## src/wwt_map.vh

```
// wwt_map.vh: timing constants of the wake-up watchdog timer
// assumes a 20 MHz mclk and a 10 ms internal time base (tick)
`ifndef WWT_MAP_VH
`define WWT_MAP_VH

// clock and time base
`define WWT_CLK_NS 50
`define WWT_OSC_NS 10000000
`define WWT_TICK_CYCLES ((`WWT_OSC_NS) / (`WWT_CLK_NS))
`define WWT_TICK_W 18
`define WWT_OSC_MS 10

// times in ms, as printed; the longest interval in s
`define WWT_WAKE_MS 20
`define WWT_RST_MS 320
`define WWT_GUARD_MS 20
`define WWT_DB_MS 20
`define WWT_MEAS_MAX_MS 120
`define WWT_IVL_MIN_MS 100
`define WWT_IVL_MAX_S 7200

// the same times in ticks
`define WWT_WAKE_TICKS ((`WWT_WAKE_MS) / (`WWT_OSC_MS))
`define WWT_RST_TICKS ((`WWT_RST_MS) / (`WWT_OSC_MS))
`define WWT_GUARD_TICKS ((`WWT_GUARD_MS + `WWT_OSC_MS - 1) / (`WWT_OSC_MS))
`define WWT_DB_TICKS ((`WWT_DB_MS + `WWT_OSC_MS - 1) / (`WWT_OSC_MS))
`define WWT_MEAS_MAX_TICKS ((`WWT_MEAS_MAX_MS) / (`WWT_OSC_MS))
`define WWT_IVL_MIN_TICKS ((`WWT_IVL_MIN_MS) / (`WWT_OSC_MS))
`define WWT_IVL_MAX_TICKS ((`WWT_IVL_MAX_S * 1000) / (`WWT_OSC_MS))

// counter width for intervals in ticks
`define WWT_IVL_W 20

`endif

```

## src/wwt_mr_filter.v

```verilog
// wwt_mr_filter: debounces the manual-reset level on the shared pin
// assumes tick is a one-cycle pulse every 10 ms, pin synchronous to mclk
`timescale 1ns/1ps
`default_nettype none
`include "wwt_map.vh"

module wwt_mr_filter (
	input wire mclk,
	input wire host_reset_n,
	input wire ce,
	input wire tick,
	input wire mrPin,
	output reg mrHeld
);

	// last tick sample of the pin
	reg prevSmp_reg;

	// two consecutive high samples lie 10 ms apart, so any hold of 20 ms is caught;
	// a glitch that misses one sample is rejected
	always @(posedge mclk or negedge host_reset_n) begin
		if (!host_reset_n) begin
			prevSmp_reg <= 1'b0;
			mrHeld <= 1'b0;
		end else if (ce && tick) begin
			prevSmp_reg <= mrPin;
			if (mrPin && prevSmp_reg)
				mrHeld <= 1'b1;
			else if (!mrPin)
				mrHeld <= 1'b0;
		end
	end

endmodule // wwt_mr_filter

`default_nettype wire

```

## src/wwt_tick.v

```verilog
// wwt_tick: divides mclk down to the 10 ms internal time base
// assumes mclk runs continuously; ce freezes the divider
`timescale 1ns/1ps
`default_nettype none
`include "wwt_map.vh"

module wwt_tick #(
	parameter TICK_CYCLES = `WWT_TICK_CYCLES,
	parameter TICK_W = `WWT_TICK_W
) (
	input wire mclk,
	input wire host_reset_n,
	input wire ce,
	output reg tick
);

	reg [TICK_W-1:0] div_reg;

	always @(posedge mclk or negedge host_reset_n) begin
		if (!host_reset_n) begin
			div_reg <= {TICK_W{1'b0}};
			tick <= 1'b0;
		end else if (ce) begin
			if (div_reg == TICK_CYCLES[TICK_W-1:0] - 1'b1) begin
				div_reg <= {TICK_W{1'b0}};
				tick <= 1'b1;
			end else begin
				div_reg <= div_reg + 1'b1;
				tick <= 1'b0;
			end
		end
	end

endmodule // wwt_tick

`default_nettype wire

```

## src/wwt_top.v

```verilog
// wwt_top: wake-up timer with watchdog and manual reset on a shared pin
// assumes all inputs synchronous to mclk; the analog resistor converter
// sits outside and reports the interval in 10 ms ticks on measCode
`timescale 1ns/1ps
`default_nettype none
`include "wwt_map.vh"

module wwt_top #(
	parameter TICK_CYCLES = `WWT_TICK_CYCLES,
	parameter IVL_W = `WWT_IVL_W
) (
	input wire mclk,
	input wire host_reset_n,
	input wire ce,
	input wire doneIn,
	input wire mrPin,
	input wire measDone,
	input wire [IVL_W-1:0] measCode,
	output reg wake,
	output wire hostResetNOut,
	output reg hostResetNOeN,
	output reg measEn,
	output wire pinToDigital
);

	localparam [3:0] ST_MEAS = 4'h1;
	localparam [3:0] ST_RST = 4'h2;
	localparam [3:0] ST_RUN = 4'h4;
	localparam [3:0] ST_MRST = 4'h8;

	localparam [IVL_W-1:0] WAKE_T = `WWT_WAKE_TICKS;
	localparam [IVL_W-1:0] RST_T = `WWT_RST_TICKS;
	localparam [IVL_W-1:0] GUARD_T = `WWT_GUARD_TICKS;
	localparam [IVL_W-1:0] DB_T = `WWT_DB_TICKS;
	localparam [IVL_W-1:0] MEAS_T = `WWT_MEAS_MAX_TICKS;
	localparam [IVL_W-1:0] IVL_MIN = `WWT_IVL_MIN_TICKS;
	localparam [IVL_W-1:0] IVL_MAX = `WWT_IVL_MAX_TICKS;

	wire tick;
	wire mrHeld;

	reg [3:0] state_reg;
	reg [3:0] state_next;
	reg [IVL_W-1:0] cnt_reg;
	reg [IVL_W-1:0] cnt_next;
	reg [IVL_W-1:0] ivlCnt_reg;
	reg [IVL_W-1:0] ivlCnt_next;
	reg [IVL_W-1:0] ivl_reg;
	reg [IVL_W-1:0] ivl_next;
	reg [IVL_W-1:0] wakeCnt_reg;
	reg [IVL_W-1:0] wakeCnt_next;
	reg measured_reg;
	reg measured_next;
	reg armed_reg;
	reg armed_next;
	reg ackSeen_reg;
	reg ackSeen_next;
	reg doneQ_reg;
	reg wake_next;
	reg drive_next;
	reg measEn_next;
	reg [IVL_W-1:0] clampCode;
	wire [IVL_W-1:0] ivlLast;
	wire [IVL_W-1:0] ackLimit;
	wire ivlEnd;
	wire ackNow;

	wwt_tick #(
		.TICK_CYCLES(TICK_CYCLES),
		.TICK_W(`WWT_TICK_W)
	) uTick (
		.mclk(mclk),
		.host_reset_n(host_reset_n),
		.ce(ce),
		.tick(tick)
	);

	wwt_mr_filter uMrFilter (
		.mclk(mclk),
		.host_reset_n(host_reset_n),
		.ce(ce),
		.tick(tick),
		.mrPin(mrPin),
		.mrHeld(mrHeld)
	);

	// open drain: only ever pulls low, the pull-up makes the high level
	assign hostResetNOut = 1'b0;
	assign pinToDigital = ~measEn;

	// ivl_reg never drops below the minimum, so neither difference wraps
	assign ivlLast = ivl_reg - 1'b1;
	assign ackLimit = ivl_reg - GUARD_T;
	assign ivlEnd = (ivlCnt_reg == ivlLast);
	// an edge counts only until GUARD_T ticks before the deadline
	assign ackNow = doneIn && !doneQ_reg
		&& armed_reg && !ackSeen_reg
		&& (ivlCnt_reg < ackLimit)
		&& (state_reg == ST_RUN);

	// out-of-range codes are pulled to the nearest legal interval
	always @* begin
		if (measCode < IVL_MIN)
			clampCode = IVL_MIN;
		else if (measCode > IVL_MAX)
			clampCode = IVL_MAX;
		else
			clampCode = measCode;
	end

	always @* begin
		state_next = state_reg;
		cnt_next = cnt_reg;
		ivlCnt_next = ivlCnt_reg;
		ivl_next = ivl_reg;
		wakeCnt_next = wakeCnt_reg;
		measured_next = measured_reg;
		armed_next = armed_reg;
		ackSeen_next = ackSeen_reg;
		wake_next = wake;
		drive_next = ~hostResetNOeN;
		measEn_next = measEn;
		case (state_reg)
		ST_MEAS: begin
			drive_next = 1'b1;
			wake_next = 1'b0;
			measEn_next = 1'b1;
			if (tick)
				cnt_next = cnt_reg + 1'b1;
			// converter result, or give up at the longest conversion time
			if (measDone || (tick && cnt_reg == MEAS_T - 1'b1)) begin
				ivl_next = clampCode;
				measured_next = 1'b1;
				measEn_next = 1'b0;
				cnt_next = {IVL_W{1'b0}};
				state_next = ST_RST;
			end
		end
		ST_RST: begin
			drive_next = 1'b1;
			wake_next = 1'b0;
			if (tick) begin
				if (cnt_reg == RST_T - 1'b1) begin
					// interval starts at reset release without a wake
					drive_next = 1'b0;
					cnt_next = {IVL_W{1'b0}};
					ivlCnt_next = {IVL_W{1'b0}};
					armed_next = 1'b0;
					ackSeen_next = 1'b0;
					state_next = ST_RUN;
				end else begin
					cnt_next = cnt_reg + 1'b1;
				end
			end
		end
		ST_RUN: begin
			if (tick && wake) begin
				if (wakeCnt_reg == WAKE_T - 1'b1)
					wake_next = 1'b0;
				else
					wakeCnt_next = wakeCnt_reg + 1'b1;
			end
			if (tick) begin
				if (ivlEnd) begin
					ivlCnt_next = {IVL_W{1'b0}};
					if (armed_reg && !ackSeen_reg) begin
						// watchdog expired: no wake, reset instead
						drive_next = 1'b1;
						wake_next = 1'b0;
						cnt_next = {IVL_W{1'b0}};
						armed_next = 1'b0;
						state_next = ST_RST;
					end else begin
						wake_next = 1'b1;
						wakeCnt_next = {IVL_W{1'b0}};
						armed_next = 1'b1;
						ackSeen_next = 1'b0;
					end
				end else begin
					ivlCnt_next = ivlCnt_reg + 1'b1;
				end
			end
			// an acknowledge clears the watchdog and ends the wake pulse, never ivlCnt
			if (ackNow) begin
				ackSeen_next = 1'b1;
				wake_next = 1'b0;
			end
		end
		ST_MRST: begin
			drive_next = 1'b1;
			wake_next = 1'b0;
			measEn_next = 1'b0;
			if (mrHeld) begin
				cnt_next = {IVL_W{1'b0}};
			end else if (!measured_reg) begin
				// interrupted conversion starts over on release
				cnt_next = {IVL_W{1'b0}};
				state_next = ST_MEAS;
			end else if (tick) begin
				// debounce time after release, then one reset pulse width
				if (cnt_reg == DB_T - 1'b1) begin
					cnt_next = {IVL_W{1'b0}};
					state_next = ST_RST;
				end else begin
					cnt_next = cnt_reg + 1'b1;
				end
			end
		end
		default: begin
			state_next = ST_MEAS;
			cnt_next = {IVL_W{1'b0}};
			drive_next = 1'b1;
			wake_next = 1'b0;
		end
		endcase
		// manual reset overrides every state, including the measurement
		if (mrHeld && state_reg != ST_MRST) begin
			state_next = ST_MRST;
			cnt_next = {IVL_W{1'b0}};
			ivlCnt_next = {IVL_W{1'b0}};
			wakeCnt_next = {IVL_W{1'b0}};
			armed_next = 1'b0;
			ackSeen_next = 1'b0;
			wake_next = 1'b0;
			drive_next = 1'b1;
			measEn_next = 1'b0;
		end
	end

	// every register below freezes while ce is low
	always @(posedge mclk or negedge host_reset_n) begin
		if (!host_reset_n) begin
			state_reg <= ST_MEAS;
		end else if (ce) begin
			state_reg <= state_next;
		end
	end

	always @(posedge mclk or negedge host_reset_n) begin
		if (!host_reset_n) begin
			cnt_reg <= {IVL_W{1'b0}};
		end else if (ce) begin
			cnt_reg <= cnt_next;
		end
	end

	always @(posedge mclk or negedge host_reset_n) begin
		if (!host_reset_n) begin
			ivlCnt_reg <= {IVL_W{1'b0}};
		end else if (ce) begin
			ivlCnt_reg <= ivlCnt_next;
		end
	end

	// the shortest interval stands until a conversion result arrives or the measurement times out
	always @(posedge mclk or negedge host_reset_n) begin
		if (!host_reset_n) begin
			ivl_reg <= IVL_MIN;
		end else if (ce) begin
			ivl_reg <= ivl_next;
		end
	end

	always @(posedge mclk or negedge host_reset_n) begin
		if (!host_reset_n) begin
			wakeCnt_reg <= {IVL_W{1'b0}};
		end else if (ce) begin
			wakeCnt_reg <= wakeCnt_next;
		end
	end

	always @(posedge mclk or negedge host_reset_n) begin
		if (!host_reset_n) begin
			measured_reg <= 1'b0;
		end else if (ce) begin
			measured_reg <= measured_next;
		end
	end

	always @(posedge mclk or negedge host_reset_n) begin
		if (!host_reset_n) begin
			armed_reg <= 1'b0;
		end else if (ce) begin
			armed_reg <= armed_next;
		end
	end

	always @(posedge mclk or negedge host_reset_n) begin
		if (!host_reset_n) begin
			ackSeen_reg <= 1'b0;
		end else if (ce) begin
			ackSeen_reg <= ackSeen_next;
		end
	end

	// sampled only on working edges, so a frozen clock hides no edge
	always @(posedge mclk or negedge host_reset_n) begin
		if (!host_reset_n) begin
			doneQ_reg <= 1'b0;
		end else if (ce) begin
			doneQ_reg <= doneIn;
		end
	end

	always @(posedge mclk or negedge host_reset_n) begin
		if (!host_reset_n) begin
			wake <= 1'b0;
		end else if (ce) begin
			wake <= wake_next;
		end
	end

	always @(posedge mclk or negedge host_reset_n) begin
		if (!host_reset_n) begin
			hostResetNOeN <= 1'b0;
		end else if (ce) begin
			hostResetNOeN <= ~drive_next;
		end
	end

	always @(posedge mclk or negedge host_reset_n) begin
		if (!host_reset_n) begin
			measEn <= 1'b0;
		end else if (ce) begin
			measEn <= measEn_next;
		end
	end

endmodule // wwt_top

`default_nettype wire
```

## config.mk

```make
export PLATFORM = sky130hd
export DESIGN_NAME = wwt_top
export DESIGN_NICKNAME = d
export VERILOG_FILES = /design/src/wwt_mr_filter.v /design/src/wwt_tick.v /design/src/wwt_top.v
export VERILOG_INCLUDE_DIRS = /design/src
export SDC_FILE = /design/constraint.sdc
export NUM_CORES = 1
export LEC_CHECK = 0
export ABC_AREA = 1
export ABC_CLOCK_PERIOD_IN_PS = 2800
export BUFFER_PORTS_ARGS = -buffer_cell sky130_fd_sc_hd__buf_4
export CAP_MARGIN = 10
export CORE_ASPECT_RATIO = 0.75
export CORE_MARGIN = 4
export CORE_UTILIZATION = 50
export CTS_BUF_LIST = sky130_fd_sc_hd__clkbuf_8
export DETAILED_ROUTE_END_ITERATION = 6
export MAX_ROUTING_LAYER = met4
export PLACE_DENSITY_LB_ADDON = 0.05
export SLEW_MARGIN = 5
export SYNTH_ARGS = -nofsm -noshare
export SYNTH_HDL_FRONTEND = slang
export SYNTH_HIERARCHICAL = 1
export SYNTH_SLANG_ARGS = --single-unit
```

## constraint.sdc

```tcl
create_clock -name mclk -period 2.8 [get_ports mclk]
set_input_delay 0.56 -clock mclk [delete_from_list [all_inputs] [get_ports mclk]]
set_output_delay 0.56 -clock mclk [all_outputs]
set_load 0.02 [all_outputs]
```

* Word level (Yosys, flattened, before mapping)
Cells that the tools add are included.
** Cells by class
- $add $sub $neg :: 6
- Bitwise gates (word level) :: 3
- Reduce and logical (&&, ||, !) cells :: 26
- Muxes and demuxes :: 74
- Multipliers :: 0
- Shifts and indexed selects :: 0
- Magnitude comparators :: 3
- Divide/modulo/power cells :: 0
- Eq/ne operators :: 26
** Operators by type and width (number)
- 20-bit 2-to-1 mux :: 26
- 20-bit one-hot mux with 4 select lines :: 1
- 20-bit by 1-bit adder with 20-bit output, second input constant :: 3
- 4-bit 2-to-1 mux :: 11
- 20-bit by 1-bit == test with 1-bit output, second input constant :: 2
- 20-bit one-hot mux with 2 select lines :: 1
- 1-bit 2-to-1 mux :: 29
- 20-bit == test :: 1
- 20-bit by 4-bit == test with 1-bit output, second input constant :: 1
- 20-bit by 5-bit == test with 1-bit output, second input constant :: 1
- 20-bit greater-than comparator, second input constant :: 1
- 20-bit < comparator :: 1
- 20-bit by 4-bit < comparator with 1-bit output, second input constant :: 1
- 20-bit by 1-bit subtractor with 20-bit output, second input constant :: 1
- 20-bit by 2-bit subtractor with 20-bit output, second input constant :: 1
- 18-bit by 1-bit adder with 18-bit output, second input constant :: 1
- 18-bit == test, second input constant :: 1
- 18-bit 2-to-1 mux :: 1
- 4-bit by 3-bit != test with 1-bit output, second input constant :: 4
- 4-bit one-hot mux with 4 select lines :: 1
- 7-bit AND reduction :: 2
- 1-bit logical AND :: 11
- 10-bit AND reduction :: 1
- 3-bit != test, second input constant :: 3
- 20 further kinds :: 32
** Storage, ports and cells
- Bits in writable memories :: 0
- Word-level logic and storage cells :: 154
- Output and inout bits :: 5
- Bits in read-only memories :: 0
- Bits in latches :: 0
- Register bits after elaboration :: 112
- Memories :: 0

* Depth between registers and ports, before layout
Gate-level depths: netlist of the first run.
- Word-level depth :: 9
- Gate-level depth with buffers :: 18
- Depth with buffers taken out :: 18

* Modules after synthesis
Netlist of the first run, hierarchy kept.
** Modules (own cells, without submodules)
- wwt_top :: area an instance 7258.2 µm², cells an instance 1115, sequential area each 2280.9 µm², times used 1
- wwt_tick :: area an instance 1113.6 µm², cells an instance 159, sequential area each 475.5 µm², times used 1
- wwt_mr_filter :: area an instance 82.6 µm², cells an instance 9, sequential area each 50.0 µm², times used 1

* Worst setup path before layout of the first run
No wires, ideal clock.
- Path kind :: register to register
- Start point :: register ivl_reg[1]
- End point :: register ackSeen_reg
- Stages on the path, launching flop included :: 17
- Clock period less this slack :: 2.506 ns
- Path buffers :: 0
- Data arrival time :: 2.390 ns
- Required time :: 2.684 ns
- Setup slack :: 0.294 ns
- Cells stage by stage :: dfstp_2 > inv_1 > ha_1 > nand2_1 > nor2_4 > nand2_1 > xor2_1 > ha_1 > nand2_1 > inv_1 > o21ai_0 > nand2_1 > a21oi_1 > nand4_1 > or2_2 > nand3_1 > nand2_1
** On the way
- Cells in the longest elaborated chain, start to end :: 7
** RTL lines
- start, declared :: RTL line wwt_top.v:48 : reg [IVL_W-1:0] ivl_reg;
- start signal, assigned :: RTL line wwt_top.v:260 : ivl_reg <= ivl_next;
- 20-bit by 2-bit subtractor with 20-bit output :: RTL line wwt_top.v:93 : assign ackLimit = ivl_reg - GUARD_T;
- 20-bit < comparator :: RTL line wwt_top.v:98 : && (ivlCnt_reg < ackLimit)
- 1-bit logical AND :: RTL line wwt_top.v:98
- 1-bit logical AND :: RTL line wwt_top.v:99 : && (state_reg == ST_RUN);
- 1-bit 2-to-1 mux :: RTL line wwt_top.v:184 : if (ackNow) begin
- 1-bit one-hot mux with 2 select lines :: RTL line wwt_top.v:123 : case (state_reg)
- 1-bit 2-to-1 mux :: RTL line wwt_top.v:217 : if (mrHeld && state_reg != ST_MRST) begin
- end signal, assigned :: RTL line wwt_top.v:292 : ackSeen_reg <= ackSeen_next;
- end, declared :: RTL line wwt_top.v:56 : reg ackSeen_reg;
Several ways; a longest one is shown, not always the timed one.
A chain may end at the register's enable or synchronous reset.

* Worst setup path in the final report of the first run
- Start point :: register ivl_reg[1]
- End point :: register cnt_reg[8]
** On the way
- Cells in the longest elaborated chain, start to end :: 4
** RTL lines
- 20-bit by 1-bit subtractor with 20-bit output :: RTL line wwt_top.v:92 : assign ivlLast = ivl_reg - 1'b1;
- 20-bit == test :: RTL line wwt_top.v:94 : assign ivlEnd = (ivlCnt_reg == ivlLast);
- 3-bit by 2-bit != test with 1-bit output (no line)
- 7-bit AND reduction (no line)
- end signal, assigned :: RTL line wwt_top.v:241 : cnt_reg <= {IVL_W{1'b0}};
- end signal, assigned :: RTL line wwt_top.v:243 : cnt_reg <= cnt_next;
- end, declared :: RTL line wwt_top.v:44 : reg [IVL_W-1:0] cnt_reg;
No other way between the ends.

==> run metrics, run 1 <==
ys async rst share=1.000; Setup WS pre-CTS=-0.09274 ns; clk buf depth=2; Setup Total Neg Slack=0 ns; met3 Track Usage GR=0.03936; TritonCTS clock tree=done; Starting DRT DRC Count=798; RSZ-0062 raised after global routing=true; Slew @ Worst Pin=just under 0.7 ns; Worst setup EP type=register; Final setup viols=0; worst reg2reg endpoint=cnt_reg[8]; Post-synth EDFFs=0; fin cells=between 1500 and 2000; Avg Inst Size Synth=roughly 6.6 um2; Final Critical Period=approximately 2.7 ns; final instance area=9789 um2; port bufs=29; placed cell count=between 1500 and 2000; Final nets=~1400; diode count=0; initial antenna violation count=0; drt first pass iters=5; fin util=0.6000; hold_ws=about 0.19 ns; clock sink count=around 110; Via density=roughly 5.3; sequential share of the synthesized area=0.3320; post-route clock period utilization=0.9586; worst relative slew slack=0.5372; static leakage=approximately 4.7 nW; Synth Cell Area=~8500 um2; DRT Wirelength=~23000 um; Pwr Density=619.7 nW/um2; max_cap viols=0; I/O pin count=31; crit path from=ivl_reg[1]; Hold Crit Class=input pin to async pin; DRC viols=0; Num CTS Buffers=9; layout cell share with drive strength beyond 1=0.1475; Critical Path RT=slightly above 3 ns; Die Wd=~160 um; FMAX=around 370 MHz; hpwl dp=17390 um; Final Hold Vio Count=0; met1 usage=0.3938; total power=approximately 6 mW; FP Rows=40; vias in the first global route=around 7400; Worst VDD drop=0.0004658 V; Vias=8292; CP Data Arrival Time=between 2 and 3 ns; dominant synthesized flop cell=dfrtp_1; Startpoint Class=register; largest net degree at the start of global routing=52; Final Max Tran Viols=0; GR Util met2=0.3341; ANT nets after route=0; setup ws final=0.1159 ns; status=finished clean; Multi-input gate area=a little over 5000 um2; Initial Util=0.5182; Die Span Y=~120 um; Core ar.=about 16000 um2; post-synth net total=roughly 1300; area grow syn2layout=15.79%; Critical Path Sink=cnt_reg[8]; fill cell total of the finished layout=1589; gr busiest metal=met1; critical path class=register to register; Ys Warns=6; DR WL/cell=14.59 um; R2R Path Start=ivl_reg[1]; total global-route track usage=0.2474; Overflow after GRT=0; Area after DPL=approximately 9000 um2; Reg2Reg Setup Slack=0.12 ns; first-pass GRT wire length=between 30000 and 40000 um; clock latency on the worst-skew pair=0.40 ns; #FFs+latches synth=roughly 110; Yosys cell types=between 40 and 50; CP Max Fanout=7; clk root buf=clkbuf_8; gp weighted congestion=0.9582; die area=approximately 19000 um2; CTS H-tree depth=3; r2r worst-path depth=14; Storage cell area=roughly 2800 um2; CTS clk-pin slew, worst paths=between 0.1 and 0.15 ns; Clock Skew=roughly 0.014 ns; Synth Instances=around 1300
[cell usage after synthesis, types with 24 or more instances]
library cell	count	area (um2)
ha_1	28	350.3
nand3_1	107	535.5
xor2_1	46	402.9
o21ai_0	50	250.2
nand4_1	30	187.7
o21ai_1	24	120.1
nor3_1	29	145.1
inv_1	176	660.6
nand2_1	369	1385
nor2_1	154	578.1
a21oi_1	32	160.2
dfrtp_1	109	2728
[cells in the final DEF (no fill, tap or decap), types with 5 or more instances in the layout]
| master | synthesis | routed |
|---|---|---|
| a21oi_1 | 32 | 29 |
| and3_1 | 6 | 6 |
| buf_12 | 0 | 5 |
| buf_4 | 2 | 75 |
| clkbuf_8 | 0 | 9 |
| dfrtp_1 | 109 | 103 |
| dfrtp_2 | 0 | 6 |
| ha_1 | 28 | 26 |
| inv_1 | 176 | 172 |
| inv_2 | 2 | 6 |
| nand2_1 | 369 | 359 |
| nand2_2 | 5 | 14 |
| nand3_1 | 107 | 100 |
| nand3_2 | 3 | 9 |
| nand3b_1 | 5 | 5 |
| nand4_1 | 30 | 30 |
| nor2_1 | 154 | 139 |
| nor2_2 | 14 | 20 |
| nor2_4 | 8 | 17 |
| nor3_1 | 29 | 26 |
| nor4_1 | 8 | 8 |
| o21ai_0 | 50 | 49 |
| o21ai_1 | 24 | 24 |
| o22ai_1 | 11 | 11 |
| or2_2 | 10 | 10 |
| xnor2_1 | 11 | 11 |
| xor2_1 | 46 | 46 |
[worst min-delay path by stage]
stage	depth (start not counted)	to	slack, ns
after detailed placement	2	measured_reg	0.47
final	1	ivlCnt_reg[18]	0.19
after global routing	1	ivlCnt_reg[18]	0.24
after floorplan	0	ackSeen_reg	0.26
after global placement	2	measured_reg	0.47
after CTS	1	ivlCnt_reg[18]	0.21
[layer usage]
| layer | vias to the layer above | routed length, um |
|---|---|---|
| li1 | 4256 | - |
| met1 | 3852 | 12300 |
| met2 | 169 | 9147 |
| met3 | 15 | 1320 |
| met4 | 0 | 172 |
| met5 | - | 0 |
[cells by family after synthesis]
| kind of cell | after synthesis | synth area share |
|---|---|---|
| simple gates | 751 | 0.3885 |
| buf+inv | 200 | 0.09131 |
| compound gates | 134 | 0.08732 |
| flops | 112 | 0.3320 |
| xor+xnor | 57 | 0.05905 |
| fa+ha+maj | 28 | 0.04144 |
| other cells | 1 | 0.0004436 |
[what timing repair did]
item                       4_1_cts  5_1_grt
setup endpoints to repair       11       66
gates resized for setup          2       64
gates cloned                     0        6
hold buffers                     0        0
setup buffers                    0       11
pin swaps                        1       12
[where the power goes]
| part | internal (mW) | leakage (nW) | switching, mW |
|---|---|---|---|
| logic | 1.13 | 3.21 | 1.80 |
| registers | 1.86 | 1.44 | 0.323 |
| clock network | 0.336 | 0.0931 | 0.625 |
| total | 3.32 | 4.75 | 2.74 |
[worst max-delay path, stage by stage (launching register included)]
cell       delay [ns]
dfstp_2          0.57
inv_2            0.06
ha_2             0.21
or2_2            0.31
nand3_1          0.10
nand3_2          0.10
nor2_4           0.12
nand2_2          0.07
nor2_2           0.09
nand3_2          0.13
o21ai_4          0.26
nand3_4          0.21
clkbuf_16        0.22
nand2_1          0.05
o21ai_1          0.06
[cell type report]
| cell class | count | share of cell area |
|---|---|---|
| Clock buffer | 9 | 0.01265 |
| Clock inverter | 7 | 0.005879 |
| Inverter | 178 | 0.06863 |
| Multi-Input combinational cell | 971 | 0.5197 |
| Sequential cell | 112 | 0.2874 |
| Tap cell | 210 | 0.02684 |
| Timing Repair Buffer | 86 | 0.07886 |
No activity file was read; power rests on OpenSTA's default activity.
==> run 2, diff against run 1 <==
- ABC_CLOCK_PERIOD_IN_PS: 2800 -> 2300
- RECOVER_POWER: unset -> 25
- SETUP_SLACK_MARGIN: unset -> 0.3
- clock period: 2.8 -> 2.3 ns (I/O delays scaled with it)
==> run 2 against run 1 <==
The run now ends with max-capacitance violations, max-slew violations, negative setup slack left. Hold slack improved by 0.069 ns. Sequential cell count stayed put. Clock power rose by 68%. Non-clock buffer count up 108. Critical endpoint is now cnt_reg[2]. Largest power group unchanged. Wire length grew 10%.
==> run metrics, run 2 (synthesis gave the netlist of run 1 again) <==
I/O pin count=31; Final nets=between 1500 and 2000; fill cell total of the finished layout=1417; static leakage=around 5.5 nW; FMAX=around 370 MHz; worst reg2reg endpoint=cnt_reg[2]; most common cell after layout, fill and taps aside=nand2_1; hpwl dp=around 19000 um; Hold Crit Class=input pin to register; die area=19070 um2; initial antenna violation count=0; diode count=0; clk buf depth=2; CTS H-tree depth=3; Pwr Density=791.8 nW/um2; HP Start=measCode[1]; CP Data Arrival Time=2.98 ns; clock latency on the worst-skew pair=about 0.4 ns; max_cap viols=1; Num CTS Buffers=9; Final Critical Period=between 2 and 3 ns; DRC viols=0; Critical Path RT=about 2.6 ns; Int Power=5.150 mW; commonest non-fill, non-tap cells in the layout=nand2_1, buf_4, inv_1, nor2_1, dfrtp_1; vias in the first global route=roughly 7800; Worst VDD drop=between 0.0006 and 0.0007 V; TritonCTS clock tree=done; worst relative slew slack=-0.4459; DR WL/cell=between 15 and 20 um; Initial Util=0.5182; total global-route track usage=0.2687; Final Hold Vio Count=0; Startpoint Class=register; clk root buf=clkbuf_8; CTS clk-pin slew, worst paths=between 0.1 and 0.15 ns; Seq pwr share=0.292; sw frac=0.4155; RSZ-0062 raised after global routing=true; failing checks=max-capacitance violations, max-slew violations, negative setup slack; setup ws final=-0.3964 ns; Via density=about 5.3; Worst setup EP type=register; FP Rows=40; Reg2Reg Setup Slack=-0.40 ns; area grow syn2layout=31.61%; Die Span Y=120.6 um; hold_ws=~0.26 ns; Final Max Tran Viols=37; r2r worst-path depth=14; P_sw=approximately 3.7 mW; CP Max Fanout=8; Core ar.=roughly 16000 um2; Clock Skew=0.02005 ns; Slew @ Worst Pin=between 2 and 2.5 ns; total power=just under 9 mW; drt first pass iters=6; status=complete, but fails checks; port bufs=29; Final setup viols=68; largest net degree at the start of global routing=41; final instance area=~11000 um2; Starting DRT DRC Count=~730; part of the power in the clock network=0.183; ANT nets after route=0; CTS Hold Bufs=0; hold path endpoint=ivl_reg[1]; DRT Wirelength=25300 um; critical path class=register to register; layout cell share with drive strength beyond 1=0.2548; worst hold path depth=3; Vias=~8900; first-pass GRT wire length=40080 um; R2R Path Start=ivl_reg[1]; post-route clock period utilization=1.172; Overflow after GRT=0; Area after DPL=9973 um2; gp weighted congestion=about 0.95; Logic pwr share=0.524; clock sink count=approximately 110; Die Wd=158.2 um; Setup Total Neg Slack=-19.28 ns
run 2: cell types whose count changed in the layout (fill, tap and decap cells not counted), moves of 5 or more:
| cell | previous run | this run |
|---|---|---|
| buf_4 | 75 | 168 |
| nand2_4 | 1 | 14 |
| nand2_2 | 14 | 33 |
| o21ai_2 | 1 | 13 |
| nand3_2 | 9 | 15 |
| buf_6 | 3 | 12 |
| o21ai_0 | 49 | 42 |
| o21ai_1 | 24 | 19 |
| inv_1 | 172 | 167 |
| nand2_1 | 359 | 326 |
| nand3_1 | 100 | 91 |
run 2: power groups by stage:
stage	clock network [mW]	logic, mW	registers, mW
floorplan	0	2.19	2.61
global placement	0	3.82	2.59
detailed placement	0	3.84	2.60
CTS	1.64	4.20	2.56
global route	1.72	5.07	2.62
finish	1.61	4.62	2.58
run 2: area by class of cell:
cell class / instances / area, um2 / share of cell area
clock inverters: 6 / 137.6 / 0.01237
inverters: 178 / 676.9 / 0.06083
repair buffers: 194 / 1663 / 0.1494
clock buffers: 10 / 137.6 / 0.01237
flip-flops and latches: 112 / 2814 / 0.2529
well taps: 210 / 262.8 / 0.02361
multi-input cells: 972 / 5435 / 0.4885
run 2: metrics by stage:
stage	setup WS, ns	std cells	util
after floorplan	-0.01954	1283	-
after global placement	-0.4609	1630	0.6113
after detailed placement	-0.4544	1630	0.6113
after CTS	-0.2913	1661	0.6486
after global routing	-0.5327	1682	0.6820
final	-0.3964	1682	0.6820
run 2: worst max-delay path by stage:
| stage | startpoint | endpoint | slack (ns) | cells past startpoint |
|---|---|---|---|---|
| detailed placement | ivl_reg[2] | ackSeen_reg | -0.45 | 17 |
| global placement | ivl_reg[2] | ackSeen_reg | -0.46 | 17 |
| global route | ivl_reg[1] | cnt_reg[2] | -0.53 | 19 |
| CTS | ivl_reg[4] | ackSeen_reg | -0.29 | 15 |
| finish | ivl_reg[1] | cnt_reg[2] | -0.40 | 14 |
| floorplan | ivl_reg[1] | ackSeen_reg | -0.02 | 15 |
run 2: repair_timing:
| item | in CTS | in global routing |
|---|---|---|
| buffers inserted | 14 | 13 |
| gates resized for setup | 57 | 92 |
| cloned | 1 | 8 |
| hold endpoints to repair | 0 | 0 |
| pin swaps | 29 | 52 |
| endpoints found under the setup margin | 69 | 87 |
run 2: worst max-delay path: stages, from the launching register on:
cell	delay, ns
dfstp_2	0.57
inv_4	0.05
ha_4	0.17
or2_2	0.30
nand3_1	0.09
nand3_2	0.10
nor2_4	0.16
nand2_1	0.08
nor2_2	0.11
nand3_2	0.10
o21ai_4	0.22
nand3_4	0.24
clkbuf_16	0.26
nand2_2	0.05
o21ai_1	0.06
run 2: per-layer routing:
layer	vias up	track usage	routed length, um
met5	-	-	0
met4	0	0.03783	196
met3	16	0.05295	2207
met2	298	0.3442	10060
met1	4097	0.4384	12830
li1	4483	-	-
==> run 3, diff against run 2 <==
--- a/config.mk
+++ b/config.mk
@@ -13,3 +13,3 @@
 export CORE_ASPECT_RATIO = 0.75
-export CORE_MARGIN = 4
+export CORE_MARGIN = 3
 export CORE_UTILIZATION = 50
==> constraint.sdc (replaced) <==
create_clock -name mclk -period 2.3 [get_ports mclk]
set_input_delay 0.575 -clock mclk [delete_from_list [all_inputs] [get_ports mclk]]
set_output_delay 0.575 -clock mclk [all_outputs]
set_load 0.02 [all_outputs]
==> run 3 against run 2 <==
The run ends with negative setup slack left. Wire length fell by 1.5%. Sequential cell count is the same. Count of clock-buffer cells in the layout unchanged. Register-to-register slack got worse by 0.02 ns. Sequential share of layout area is 0.38 points lower. Critical endpoint is now wakeCnt_reg[12]. Largest cell class unchanged. Highest routed layer unchanged.
==> run metrics, run 3 (synthesis gave the netlist of run 1 again) <==
max_cap viols=0; failing checks=negative setup slack; port bufs=29; DRT Wirelength=between 20000 and 25000 um; worst hold path depth=3; Final Critical Period=roughly 2.7 ns; total global-route track usage=0.2689; Core ar.=approximately 16000 um2; final instance area=roughly 11000 um2; FP Rows=40; Logic pwr share=0.553; DRC viols=0; initial antenna violation count=0; CTS clk-pin slew, worst paths=~0.11 ns; r2r worst-path depth=17; Final setup viols=68; clk buf depth=2; clock latency on the worst-skew pair=about 0.40 ns; Top delay family on crit path=simple AND/OR/NAND/NOR gates; Via density=between 5 and 6; Pwr Density=764.5 nW/um2; drt first pass iters=7; first-pass GRT wire length=39180 um; Worst VDD drop=a little over 0.0008 V; Final Max Tran Viols=0; worst relative slew slack=0.01761; diode count=0; Area after DPL=10010 um2; TritonCTS clock tree=done; sw frac=0.4357; Critical Path RT=approximately 2.6 ns; R2R Path Start=ivl_reg[1]; Die Wd=156.2 um; CTS H-tree depth=3; critical path class=register to register; Vias=between 8000 and 9000; Slew @ Worst Pin=roughly 1.5 ns; worst reg2reg endpoint=wakeCnt_reg[12]; clock sink count=between 100 and 150; Final nets=1524; Setup WS pre-CTS=-0.5337 ns; layout cell share with drive strength beyond 1=0.2671; Multi-input gate area=~5600 um2; FMAX=368.5 MHz; Worst setup EP type=register; ANT nets after route=0; Setup Total Neg Slack=-23.36 ns; CP Data Arrival Time=2.99 ns; crit path cell chain=inv_4 > buf_6 > ha_4 > or2_4 > nand3_2 > nand3_2 > nor2_4 > nand2_2 > nor2_4 > nand3_4 > buf_6 > buf_6 > nor2_4 > nand3_4 > nand2_4 > clkbuf_16 > o22ai_2; CTS Hold Bufs=0; largest net degree at the start of global routing=between 60 and 70; hpwl dp=roughly 18000 um; RSZ-0062 raised after global routing=true; static leakage=between 5 and 6 nW; I/O pin count=31; Hold Crit Class=input pin to register; post-route clock period utilization=1.180; Clock Skew=approximately 0.018 ns; status=complete, but fails checks; Initial Util=0.5198; P_sw=about 3.8 mW; Overflow after GRT=0; clk root buf=clkbuf_8; vias in the first global route=7892; part of the power in the clock network=0.148; setup ws final=-0.4139 ns; Die Span Y=around 120 um; hold path endpoint=ivl_reg[0]; HP Start=measCode[0]; gp weighted congestion=about 0.94; Int Power=between 4 and 5 mW; slowest stage delay, CP=between 0.5 and 0.6 ns; Storage cell area=between 2000 and 3000 um2; Reg2Reg Setup Slack=-0.41 ns; fill cell total of the finished layout=around 1400; CP Max Fanout=5; Num CTS Buffers=9; most common cell after layout, fill and taps aside=nand2_1; DR WL/cell=~15 um; Startpoint Class=register; total power=approximately 8.6 mW; Final Hold Vio Count=0; Buf/Inv on CP=5; commonest non-fill, non-tap cells in the layout=nand2_1, inv_1, buf_4, nor2_1, dfrtp_1; Starting DRT DRC Count=800; area grow syn2layout=33.49%; Seq pwr share=0.299; die area=18520 um2; critical path's slowest cell=dfstp_2
-- run 3: worst max path at each step --
| stage | from | end | slack [ns] | cells past startpoint |
|---|---|---|---|---|
| final | ivl_reg[1] | wakeCnt_reg[12] | -0.41 | 17 |
| after global routing | ivl_reg[2] | ackSeen_reg | -0.54 | 18 |
| after CTS | ivl_reg[4] | ackSeen_reg | -0.33 | 14 |
| after detailed placement | ivl_reg[2] | ackSeen_reg | -0.53 | 17 |
| after global placement | ivl_reg[2] | ackSeen_reg | -0.50 | 17 |
| after floorplan | ivl_reg[1] | ackSeen_reg | -0.02 | 15 |
-- run 3: timing repair --
action / 4_1_cts / 5_1_grt
cloned: 3 / 3
setup endpoints to repair: 70 / 87
buffers inserted: 9 / 19
pin swaps: 20 / 45
resized for setup: 52 / 136
-- run 3: power groups by stage --
stage / Combinational [mW] / Clock [mW] / Sequential [mW]
global route: 5.22 / 1.38 / 2.62
detailed placement: 3.89 / 0 / 2.60
floorplan: 2.19 / 0 / 2.61
global placement: 3.84 / 0 / 2.60
finish: 4.77 / 1.28 / 2.58
CTS: 4.25 / 1.31 / 2.56
-- run 3: stage by stage --
step / util / hold slack (ns) / cells
2_1_floorplan: - / 0.2794 / 1283
3_3_place_gp: 0.6157 / 0.4717 / 1635
3_5_place_dp: 0.6157 / 0.4812 / 1635
4_1_cts: 0.6508 / 0.06825 / 1663
5_1_grt: 0.6938 / 0.4120 / 1685
6_report: 0.6938 / 0.4191 / 1685
-- run 3: per-layer routing --
metal  part of all wire  vias up  GRT usage
li1                   -     4505          -
met1               0.51     4075     0.4235
met2               0.41      285     0.3619
met3              0.070       14    0.04905
met4             0.0073        0    0.04319
met5                  0        -          -
-- run 3: worst min-delay path, cell delays in order --
cell	delay [ns]
buf_4	0.09
nand3_2	0.06
o21ai_2	0.05
-- run 3: cell type report --
class	instances	area share
clock buffer	10	0.01220
tap	210	0.02328
timing repair buffer	197	0.1539
multi-input combinational	972	0.4959
sequential	112	0.2491
clock inverter	6	0.005765
inverter	178	0.05987
